<file path="src/core/crdt_defs.vh">
// crdt_defs.vh: register offsets, field positions, reset values, response codes
// assumes inclusion by the single timer core file
`ifndef CRDT_DEFS_VH
`define CRDT_DEFS_VH

`define CRDT_OFF_MODE      12'h0080
`define CRDT_OFF_PRESCALE  12'h0081
`define CRDT_OFF_PRIMARY   12'h0082
`define CRDT_OFF_SECONDARY 12'h0083
`define CRDT_OFF_WAVECTL   12'h0084
`define CRDT_OFF_SRC       12'h0088
`define CRDT_OFF_IRQ_STAT  12'h008C
`define CRDT_OFF_IRQ_EN    12'h0090
`define CRDT_OFF_IRQ_CLR   12'h0094

`define CRDT_MODE_RUN      7
`define CRDT_MODE_WC       6
`define CRDT_WAVE_OPL      5
`define CRDT_WAVE_TRIG     6
`define CRDT_WAVE_RW_MASK  8'hE0

`define CRDT_SRC_DIV1      2'h0
`define CRDT_SRC_DIV2      2'h1
`define CRDT_SRC_DIV8      2'h2
`define CRDT_SRC_NEIGHBOR  2'h3

`define CRDT_RST_BYTE      8'h00
`define CRDT_RESP_OKAY     2'h0
`define CRDT_RESP_SLVERR   2'h2

`define CRDT_IRQ_UNDERFLOW 0
`define CRDT_IRQ_EXT_TRIG  1

`endif

</file>
<file path="src/core/crdt_timer.v">
// crdt_timer.v: cascaded reload down timer with axi4-lite register slave
// assumes synchronous inputs on i_clk_sys; registers 0x080 to 0x084 sit one byte apart, the rest on 32-bit aligned words
//
// How it works
// - count source is div1, div2, div8 or neighbour underflow pulse
// - prescaler decrements per source tick, primary per prescaler underflow; both reload on underflow automatically
// - primary counter reloads only from the primary reload register
// - prescaler underflow clocks primary; rate is source over (n+1)(m+1)
// - writing run bit to 1 starts counting
// - writing run bit to 0 halts, count held
// - secondary reload register never influences counting
// - trigger enable bit gates the external pin trigger
// - output level latch is read/write, resets to zero
// - each primary underflow sets irq status bit 0; the interrupt request rises only if enabled
// - reload write while stopped updates reload and counter together
// - running, wc=0: reload at tick 1, counter at tick 2, resume tick 3
// - wc=1: reload only; counter takes it at next underflow
//
// Register access over AXI4-Lite is this design's own decision.
`timescale 1ns/1ps
`include "crdt_defs.vh"

module crdt_timer #(
    parameter WIDTH = 8
) (
    input  wire        I_CLK_SYS,
    input  wire        I_RST_N,
    input  wire        i_neighbor_uf,
    input  wire        i_ext_pin,
    input  wire [11:0] i_awaddr,
    input  wire        i_awvalid,
    output reg         o_awready,
    input  wire [31:0] i_wdata,
    input  wire [3:0]  i_wstrb,
    input  wire        i_wvalid,
    output reg         o_wready,
    output reg  [1:0]  o_bresp,
    output reg         o_bvalid,
    input  wire        i_bready,
    input  wire [11:0] i_araddr,
    input  wire        i_arvalid,
    output reg         o_arready,
    output reg  [31:0] o_rdata,
    output reg  [1:0]  o_rresp,
    output reg         o_rvalid,
    input  wire        i_rready,
    output reg         o_underflow,
    output reg         o_ext_trigger,
    output reg         o_irq
);

    function known_addr;
        input [11:0] a;
        begin
            known_addr = (a == `CRDT_OFF_MODE) || (a == `CRDT_OFF_PRESCALE) ||
                         (a == `CRDT_OFF_PRIMARY) || (a == `CRDT_OFF_SECONDARY) ||
                         (a == `CRDT_OFF_WAVECTL) || (a == `CRDT_OFF_SRC) ||
                         (a == `CRDT_OFF_IRQ_STAT) || (a == `CRDT_OFF_IRQ_EN) ||
                         (a == `CRDT_OFF_IRQ_CLR);
        end
    endfunction

    reg [7:0]       mode_reg;
    reg [7:0]       wave_reg;
    reg [1:0]       src_sel_reg;
    reg [WIDTH-1:0] pre_reload_reg;
    reg [WIDTH-1:0] pri_reload_reg;
    reg [WIDTH-1:0] sec_reload_reg;
    reg [WIDTH-1:0] pre_cnt_reg;
    reg [WIDTH-1:0] pri_cnt_reg;
    reg [1:0]       irq_stat_reg;
    reg [1:0]       irq_en_reg;
    reg [2:0]       div_reg;
    reg             ext_prev_reg;
    // pending running-write sequence (wc=0)
    reg [1:0]       pend_stage_reg;
    reg             pend_pre_reg;
    reg             pend_pri_reg;
    reg [WIDTH-1:0] pend_pre_val_reg;
    reg [WIDTH-1:0] pend_pri_val_reg;
    reg [11:0]      aw_addr_reg;
    reg             aw_held_reg;
    reg [31:0]      w_data_reg;
    reg             w_held_reg;
    // lane 0 strobe of the held write
    reg             w_strb_reg;

    wire run = mode_reg[`CRDT_MODE_RUN];
    wire wc  = mode_reg[`CRDT_MODE_WC];

    reg tick;
    always @* begin
        case (src_sel_reg)
            `CRDT_SRC_DIV1: tick = 1'b1;
            `CRDT_SRC_DIV2: tick = div_reg[0];
            `CRDT_SRC_DIV8: tick = (div_reg == 3'h7);
            default:        tick = i_neighbor_uf;
        endcase
    end

    // write decode: a register changes on the edge that raises bvalid
    // aw and w are held separately, so either order works
    wire [11:0] wa    = aw_addr_reg;
    wire [31:0] wd    = w_data_reg;
    wire        do_wr = aw_held_reg & w_held_reg & ~o_bvalid;
    // byte lane 0 carries every register; a write without it is dropped
    wire        wr_b0   = do_wr & w_strb_reg;
    wire        wr_mode = wr_b0 & (wa == `CRDT_OFF_MODE);
    wire        wr_pre  = wr_b0 & (wa == `CRDT_OFF_PRESCALE);
    wire        wr_pri  = wr_b0 & (wa == `CRDT_OFF_PRIMARY);
    wire        wr_sec  = wr_b0 & (wa == `CRDT_OFF_SECONDARY);
    wire        wr_wave = wr_b0 & (wa == `CRDT_OFF_WAVECTL);
    wire        wr_src  = wr_b0 & (wa == `CRDT_OFF_SRC);
    wire        wr_en   = wr_b0 & (wa == `CRDT_OFF_IRQ_EN);
    wire        wr_clr  = wr_b0 & (wa == `CRDT_OFF_IRQ_CLR);

    // bits of the irq status that a clear write drops
    function [1:0] clr_mask;
        input       sel;
        input [1:0] d;
        begin
            clr_mask = sel ? d : 2'h0;
        end
    endfunction

    wire pre_uf = run & tick & (pend_stage_reg != 2'h2) & (pre_cnt_reg == {WIDTH{1'b0}});
    wire pri_uf = pre_uf & (pri_cnt_reg == {WIDTH{1'b0}});
    wire trig   = wave_reg[`CRDT_WAVE_TRIG] & i_ext_pin & ~ext_prev_reg;
    // status with this cycle's events and clear applied; a set beats a clear
    wire [1:0] irq_stat_next = (irq_stat_reg & ~clr_mask(wr_clr, wd[1:0])) | {trig, pri_uf};

    // read-back word for an address; prescale and primary reload ports show the live count
    function [31:0] rd_word;
        input [11:0] a;
        begin
            case (a)
                `CRDT_OFF_MODE:      rd_word = {24'h00_0000, mode_reg};
                `CRDT_OFF_PRESCALE:  rd_word = {{(32-WIDTH){1'b0}}, pre_cnt_reg};
                `CRDT_OFF_PRIMARY:   rd_word = {{(32-WIDTH){1'b0}}, pri_cnt_reg};
                `CRDT_OFF_SECONDARY: rd_word = {{(32-WIDTH){1'b0}}, sec_reload_reg};
                `CRDT_OFF_WAVECTL:   rd_word = {24'h00_0000, wave_reg};
                `CRDT_OFF_SRC:       rd_word = {30'h0000_0000, src_sel_reg};
                `CRDT_OFF_IRQ_STAT:  rd_word = {30'h0000_0000, irq_stat_reg};
                `CRDT_OFF_IRQ_EN:    rd_word = {30'h0000_0000, irq_en_reg};
                default:             rd_word = 32'h0000_0000;
            endcase
        end
    endfunction

    always @(posedge I_CLK_SYS or negedge I_RST_N) begin
        if (!I_RST_N) begin
            pre_reload_reg   <= {WIDTH{1'b0}};
            pri_reload_reg   <= {WIDTH{1'b0}};
            pre_cnt_reg      <= {WIDTH{1'b0}};
            pri_cnt_reg      <= {WIDTH{1'b0}};
            pend_stage_reg   <= 2'h0;
            pend_pre_reg     <= 1'b0;
            pend_pri_reg     <= 1'b0;
            pend_pre_val_reg <= {WIDTH{1'b0}};
            pend_pri_val_reg <= {WIDTH{1'b0}};
            o_underflow      <= 1'b0;
        end else begin
            o_underflow   <= pri_uf;
            // counting path
            if (run && tick) begin
                if (pend_stage_reg == 2'h1) begin
                    if (pend_pre_reg) pre_reload_reg <= pend_pre_val_reg;
                    if (pend_pri_reg) pri_reload_reg <= pend_pri_val_reg;
                    pend_stage_reg <= 2'h2;
                end else if (pend_stage_reg == 2'h2) begin
                    pre_cnt_reg    <= pre_reload_reg;
                    pri_cnt_reg    <= pri_reload_reg;
                    pend_stage_reg <= 2'h0;
                    pend_pre_reg   <= 1'b0;
                    pend_pri_reg   <= 1'b0;
                end else if (pre_uf) begin
                    pre_cnt_reg <= pre_reload_reg;
                    if (pri_uf)
                        pri_cnt_reg <= pri_reload_reg;
                    else
                        pri_cnt_reg <= pri_cnt_reg - {{(WIDTH-1){1'b0}}, 1'b1};
                end else begin
                    pre_cnt_reg <= pre_cnt_reg - {{(WIDTH-1){1'b0}}, 1'b1};
                end
            end
            if (wr_pre || wr_pri) begin
                if (!run) begin
                    if (wr_pre) pre_reload_reg <= wd[WIDTH-1:0];
                    if (wr_pre) pre_cnt_reg    <= wd[WIDTH-1:0];
                    if (wr_pri) pri_reload_reg <= wd[WIDTH-1:0];
                    if (wr_pri) pri_cnt_reg    <= wd[WIDTH-1:0];
                end else if (wc) begin
                    if (wr_pre) pre_reload_reg <= wd[WIDTH-1:0];
                    if (wr_pri) pri_reload_reg <= wd[WIDTH-1:0];
                end else begin
                    pend_stage_reg <= 2'h1;
                    if (wr_pre) pend_pre_reg     <= 1'b1;
                    if (wr_pre) pend_pre_val_reg <= wd[WIDTH-1:0];
                    if (wr_pri) pend_pri_reg     <= 1'b1;
                    if (wr_pri) pend_pri_val_reg <= wd[WIDTH-1:0];
                end
            end
        end
    end

    // software-written control bytes
    always @(posedge I_CLK_SYS or negedge I_RST_N) begin
        if (!I_RST_N) begin
            mode_reg       <= `CRDT_RST_BYTE;
            wave_reg       <= `CRDT_RST_BYTE;
            src_sel_reg    <= `CRDT_SRC_DIV1;
            sec_reload_reg <= {WIDTH{1'b0}};
        end else begin
            if (wr_mode) mode_reg <= wd[7:0];
            // kept for read-back only, never reaches the counters
            if (wr_sec) sec_reload_reg <= wd[WIDTH-1:0];
            if (wr_wave) wave_reg <= wd[7:0] & `CRDT_WAVE_RW_MASK;
            if (wr_src) src_sel_reg <= wd[1:0];
        end
    end

    // free divider taps and external pin edge detect
    // div2 ticks on bit 0, div8 when the divider reads 7
    always @(posedge I_CLK_SYS or negedge I_RST_N) begin
        if (!I_RST_N) begin
            div_reg       <= 3'h0;
            ext_prev_reg  <= 1'b0;
            o_ext_trigger <= 1'b0;
        end else begin
            div_reg       <= div_reg + 3'h1;
            ext_prev_reg  <= i_ext_pin;
            o_ext_trigger <= trig;
        end
    end

    // sticky status and level interrupt
    // a new enable takes effect one edge after it is written
    always @(posedge I_CLK_SYS or negedge I_RST_N) begin
        if (!I_RST_N) begin
            irq_stat_reg <= 2'h0;
            irq_en_reg   <= 2'h0;
            o_irq        <= 1'b0;
        end else begin
            if (wr_en) irq_en_reg <= wd[1:0];
            irq_stat_reg <= irq_stat_next;
            o_irq        <= |(irq_stat_next & irq_en_reg);
        end
    end

    // axi4-lite handshakes: one write, one read at a time
    always @(posedge I_CLK_SYS or negedge I_RST_N) begin
        if (!I_RST_N) begin
            o_awready   <= 1'b0;
            o_wready    <= 1'b0;
            o_bvalid    <= 1'b0;
            o_bresp     <= `CRDT_RESP_OKAY;
            aw_held_reg <= 1'b0;
            w_held_reg  <= 1'b0;
            aw_addr_reg <= 12'h000;
            w_data_reg  <= 32'h0000_0000;
            w_strb_reg  <= 1'b0;
        end else begin
            o_awready <= ~aw_held_reg & ~(i_awvalid & o_awready) & ~o_bvalid;
            o_wready  <= ~w_held_reg & ~(i_wvalid & o_wready) & ~o_bvalid;
            if (i_awvalid && o_awready) begin
                aw_held_reg <= 1'b1;
                aw_addr_reg <= i_awaddr;
            end
            if (i_wvalid && o_wready) begin
                w_held_reg <= 1'b1;
                w_data_reg <= i_wdata;
                w_strb_reg <= i_wstrb[0];
            end
            if (aw_held_reg && w_held_reg && !o_bvalid) begin
                aw_held_reg <= 1'b0;
                w_held_reg  <= 1'b0;
                o_bvalid    <= 1'b1;
                o_bresp     <= known_addr(aw_addr_reg) ? `CRDT_RESP_OKAY : `CRDT_RESP_SLVERR;
                o_awready   <= 1'b0;
                o_wready    <= 1'b0;
            end else if (o_bvalid && i_bready) begin
                o_bvalid <= 1'b0;
            end
        end
    end

    // read channel: address taken, word answered on the next edge
    // answer held until rready is seen
    always @(posedge I_CLK_SYS or negedge I_RST_N) begin
        if (!I_RST_N) begin
            o_arready <= 1'b0;
            o_rvalid  <= 1'b0;
            o_rdata   <= 32'h0000_0000;
            o_rresp   <= `CRDT_RESP_OKAY;
        end else begin
            o_arready <= ~o_arready & ~o_rvalid & i_arvalid;
            if (i_arvalid && o_arready) begin
                o_rvalid <= 1'b1;
                o_rresp  <= known_addr(i_araddr) ? `CRDT_RESP_OKAY : `CRDT_RESP_SLVERR;
                o_rdata  <= rd_word(i_araddr);
            end else if (o_rvalid && i_rready) begin
                o_rvalid <= 1'b0;
            end
        end
    end

endmodule

</file>
<file path="config.mk">
export PLATFORM = sky130hd
export DESIGN_NAME = crdt_timer
export DESIGN_NICKNAME = d
export VERILOG_FILES = /design/src/core/crdt_timer.v
export VERILOG_INCLUDE_DIRS = /design/src /design/src/core
export SDC_FILE = /design/constraint.sdc
export NUM_CORES = 1
export LEC_CHECK = 0
export BUFFER_PORTS_ARGS = -buffer_cell sky130_fd_sc_hd__clkbuf_2
export CELL_PAD_IN_SITES_DETAIL_PLACEMENT = 0
export CELL_PAD_IN_SITES_GLOBAL_PLACEMENT = 2
export CORE_ASPECT_RATIO = 1.25
export CORE_MARGIN = 2
export CORE_UTILIZATION = 36
export DETAILED_ROUTE_END_ITERATION = 6
export PLACE_DENSITY_LB_ADDON = 0.1
export SETUP_SLACK_MARGIN = 0.3
export SYNTH_ARGS = -nofsm -noshare
export SYNTH_HDL_FRONTEND = slang
export SYNTH_SLANG_ARGS = --single-unit
</file>
<file path="constraint.sdc">
create_clock -name I_CLK_SYS -period 2.86 [get_ports I_CLK_SYS]
set_clock_uncertainty 0.1 [all_clocks]
set_input_delay 0.143 -clock I_CLK_SYS [delete_from_list [all_inputs] [get_ports I_CLK_SYS]]
set_output_delay 0.143 -clock I_CLK_SYS [all_outputs]
set_load 0.05 [all_outputs]
</file>
==> flow_metrics.py <==
metrics = {
    "floorplanning": {
        "core_area_mm2": 0.0168,
        "die_x_um": 121,
        "start_util_pct": 36.6,
        "fp.dieH_um": 150,
        "rows": 53,
        "pin_count": 113,
        "dieArea_mm2": 0.0181,
    },
    "finish": {
        "largest_reg_flops": 12,
        "diodes": 0,
        "stdcell_count": 924,
        "areaGrowthSynthToFinish_pct": 25.7,
        "nets": 764,
        "final_common_cell": "dfrtp_1",
        "drive_above_1_share_pct": 31.1,
        "fin_util_pct": 46.0,
        "layout_common_cells": "121 x dfrtp_1, 59 x mux2_2, 58 x clkbuf_2",
        "design_area_mm2": 0.00772,
    },
    "synthesis": {
        "ys_ff_latch": 122,
        "netlist.area_leader.share_pct": 49.7,
        "synth-edff-count": 0,
        "synth.area.top_cells": "dfrtp_1 50%, mux2_2 11%, nand2_1 3.5%, nor2_1 3.5%, mux2i_1 3.4%",
        "syn-instance-count": 578,
        "ys_dominant_reg_cell": "dfrtp_1",
        "syn_area_mm2": 0.00614,
        "syn_avg_cell_area_um2": 10.6,
        "async_reset_ff_share_pct": 100,
        "yosysSeqAreaShare_pct": 49.7,
        "yosysTopAreaCell": "dfrtp_1",
        "ys_warn_count": 0,
        "synth.distinct_cells": 66,
    },
    "pwr": {
        "power_density_mw_per_mm2": 716,
        "p_sw_share_pct": 32.1,
        "total_power_mw": 5.53,
        "combPwrFrac_pct": 17.9,
        "clkPwrFrac_pct": 40.1,
        "power_frac_seq_pct": 42.0,
        "p_int_mw": 3.75,
        "leakage_nw": 3.49,
        "switching_power_mw": 1.77,
        "ir_worst_vdd_mv": 0.534,
    },
    "outcome": {
        "outcome": "complete, no violations",
    },
    "flow_run": {
        "maxCapViolations": 0,
    },
    "timing": {
        "grt_setup_unrepaired": "no",
        "fin_crit_sh_pct": 87.0,
        "worst_slack_ns": 0.371,
        "hold_viol": 0,
        "period_minus_slack_ns": 2.49,
        "final_max_slew_viol_count": 0,
        "hold_ws_ns": 0.0871,
        "fmax_mhz": 402,
        "setup_violations": 0,
        "worst_pin_slew_ns": 0.761,
        "slew_headroom_pct": 49.2,
        "fin_setup_tns_ns": 0,
    },
    "global_routing": {
        "track_usage_pct": 19.5,
        "met3_usage_pct": 4.04,
        "use_met1_pct": 24.7,
        "antenna_found_initial": 0,
        "top_usage_layer": "met2",
        "grt_pass1_wl_um": 26200,
        "overflow": 0,
        "grt_max_degree": 56,
        "grt_pass1_vias": 4644,
        "grt_util_met2_pct": 33.3,
    },
    "clock_network": {
        "cts_root_buf": "clkbuf_16",
        "cts_sinks": 122,
        "numCtsBuffers": 17,
        "cts_max_level": 4,
        "cts_tree": "yes",
        "clkLatencyLatePin_ns": 0.42,
        "clkTransAtPathRegs_ns": 0.06,
        "clock_path_buffers": 2,
    },
    "detailed_routing": {
        "first_pass_iters": 5,
        "drt_drc_violations_left": 0,
        "viasPerCell": 5.08,
        "drt-wirelength-per-cell_um": 18.1,
        "drt_iter0_drc": 254,
        "vias": 4698,
        "wl_um": 16700,
        "antenna_left": 0,
    },
    "placement": {
        "place_ws_ns": 0.0256,
        "dp_cells": 853,
        "gp_congestion": 0.861,
        "port_buffers": 59,
        "dpl-instance-area_mm2": 0.00667,
        "place_hpwl_um": 12100,
    },
    "worst_hold_path": {
        "hold_class": "in2reg",
    },
    "setup_path": {
        "arrival_ns": 2.74,
        "crit_required_ns": 3.11,
        "crit_type": "reg2reg",
        "cp_num_buf_inv": 2,
        "critical_path.cell_chain": "inv_1, ha_2, or3b_4, or4b_4, a211oi_4, buf_4, nand2_1, and3_1, a21oi_2",
        "path_max_fanout": 4,
        "startpoint_type": "flip-flop",
        "critPathCaptureType": "flip-flop",
        "critPathMaxStageDelay_ns": 0.57,
        "cp_top_family": "simple AND/OR/NAND/NOR gates",
        "cpMaxStageDelayCell": "or4b_4",
    },
}
==> logic make-up after synthesis <==
family	count (synthesis)	synth area share, %
flops	122	49.7
mux	86	16.5
buf+inv	70	6.52
compound gates	105	10.8
fa+ha+maj	4	0.815
simple gates	187	15.1
other cells	1	0.0611
xor+xnor	3	0.428
==> layer usage <==
metal	vias up	wire length [µm]
li1	2238	-
met1	2329	7250
met2	113	8610
met3	18	579
met4	0	242
met5	-	0
==> worst paths after layout <==
path / startpoint / end / slack (ns) / cells past startpoint
setup / recovery: pri_cnt_reg[1] / pri_cnt_reg[7] / 0.37 / 9
hold / removal: i_araddr[10] / o_rresp[1] / 0.09 / 5
setup reg to reg: pri_cnt_reg[1] / pri_cnt_reg[7] / 0.37 / 9
hold reg to reg: ext_prev_reg / o_ext_trigger / 0.33 / 1
max in group asynchronous: I_RST_N / pre_cnt_reg[0] / 1.69 / 3
min in group asynchronous: I_RST_N / src_sel_reg[0] / 0.18 / 2
==> synthesized netlist by cell type (all sizes together), types with 4 or more instances <==
library cell	n
nor3b	10
mux2i	21
mux4	6
o211ai	4
o22ai	4
buf	35
a21oi	41
nor2	57
a31oi	5
nor3	10
nand2	57
nor4	8
dfrtp	122
nand3	11
inv	15
or4	4
mux2	59
nand4	6
clkbuf	19
a22o	4
o21ai	23
ha	4
nor2b	4
==> power groups by stage <==
stage,registers [mW],clock network [mW],logic [mW]
final,2.32,2.22,0.986
after detailed placement,2.35,0,0.959
after global placement,2.34,0,0.940
after floorplan,2.21,0,0.705
after CTS,2.32,2.27,0.989
after global routing,2.38,2.35,1.07
==> repair_timing <==
| item | 4_1_cts | 5_1_grt |
|---|---|---|
| setup endpoints to repair | 15 | 24 |
| buffers inserted | 2 | 9 |
| pin swaps | 1 | 3 |
| endpoints found under the hold margin | 73 | 0 |
| hold buffers | 28 | 0 |
| gates resized for setup | 5 | 14 |
==> worst reg2reg max path: stages (launching register included) <==
cell	delay, ns
dfrtp_1	0.38
inv_1	0.08
ha_2	0.20
or3b_4	0.40
or4b_4	0.57
a211oi_4	0.28
buf_4	0.15
nand2_1	0.04
and3_1	0.14
a21oi_2	0.09
==> layout make-up <==
type                       count  area, µm²
timing repair buffer         124        872
sequential                   122       3050
clock buffer                  19        443
tap                          220        275
fill                        1598       9060
inverter                      15       56.3
clock inverter                13        169
multi-input combinational    411       2850
No activity file was read; power rests on OpenSTA's default activity.
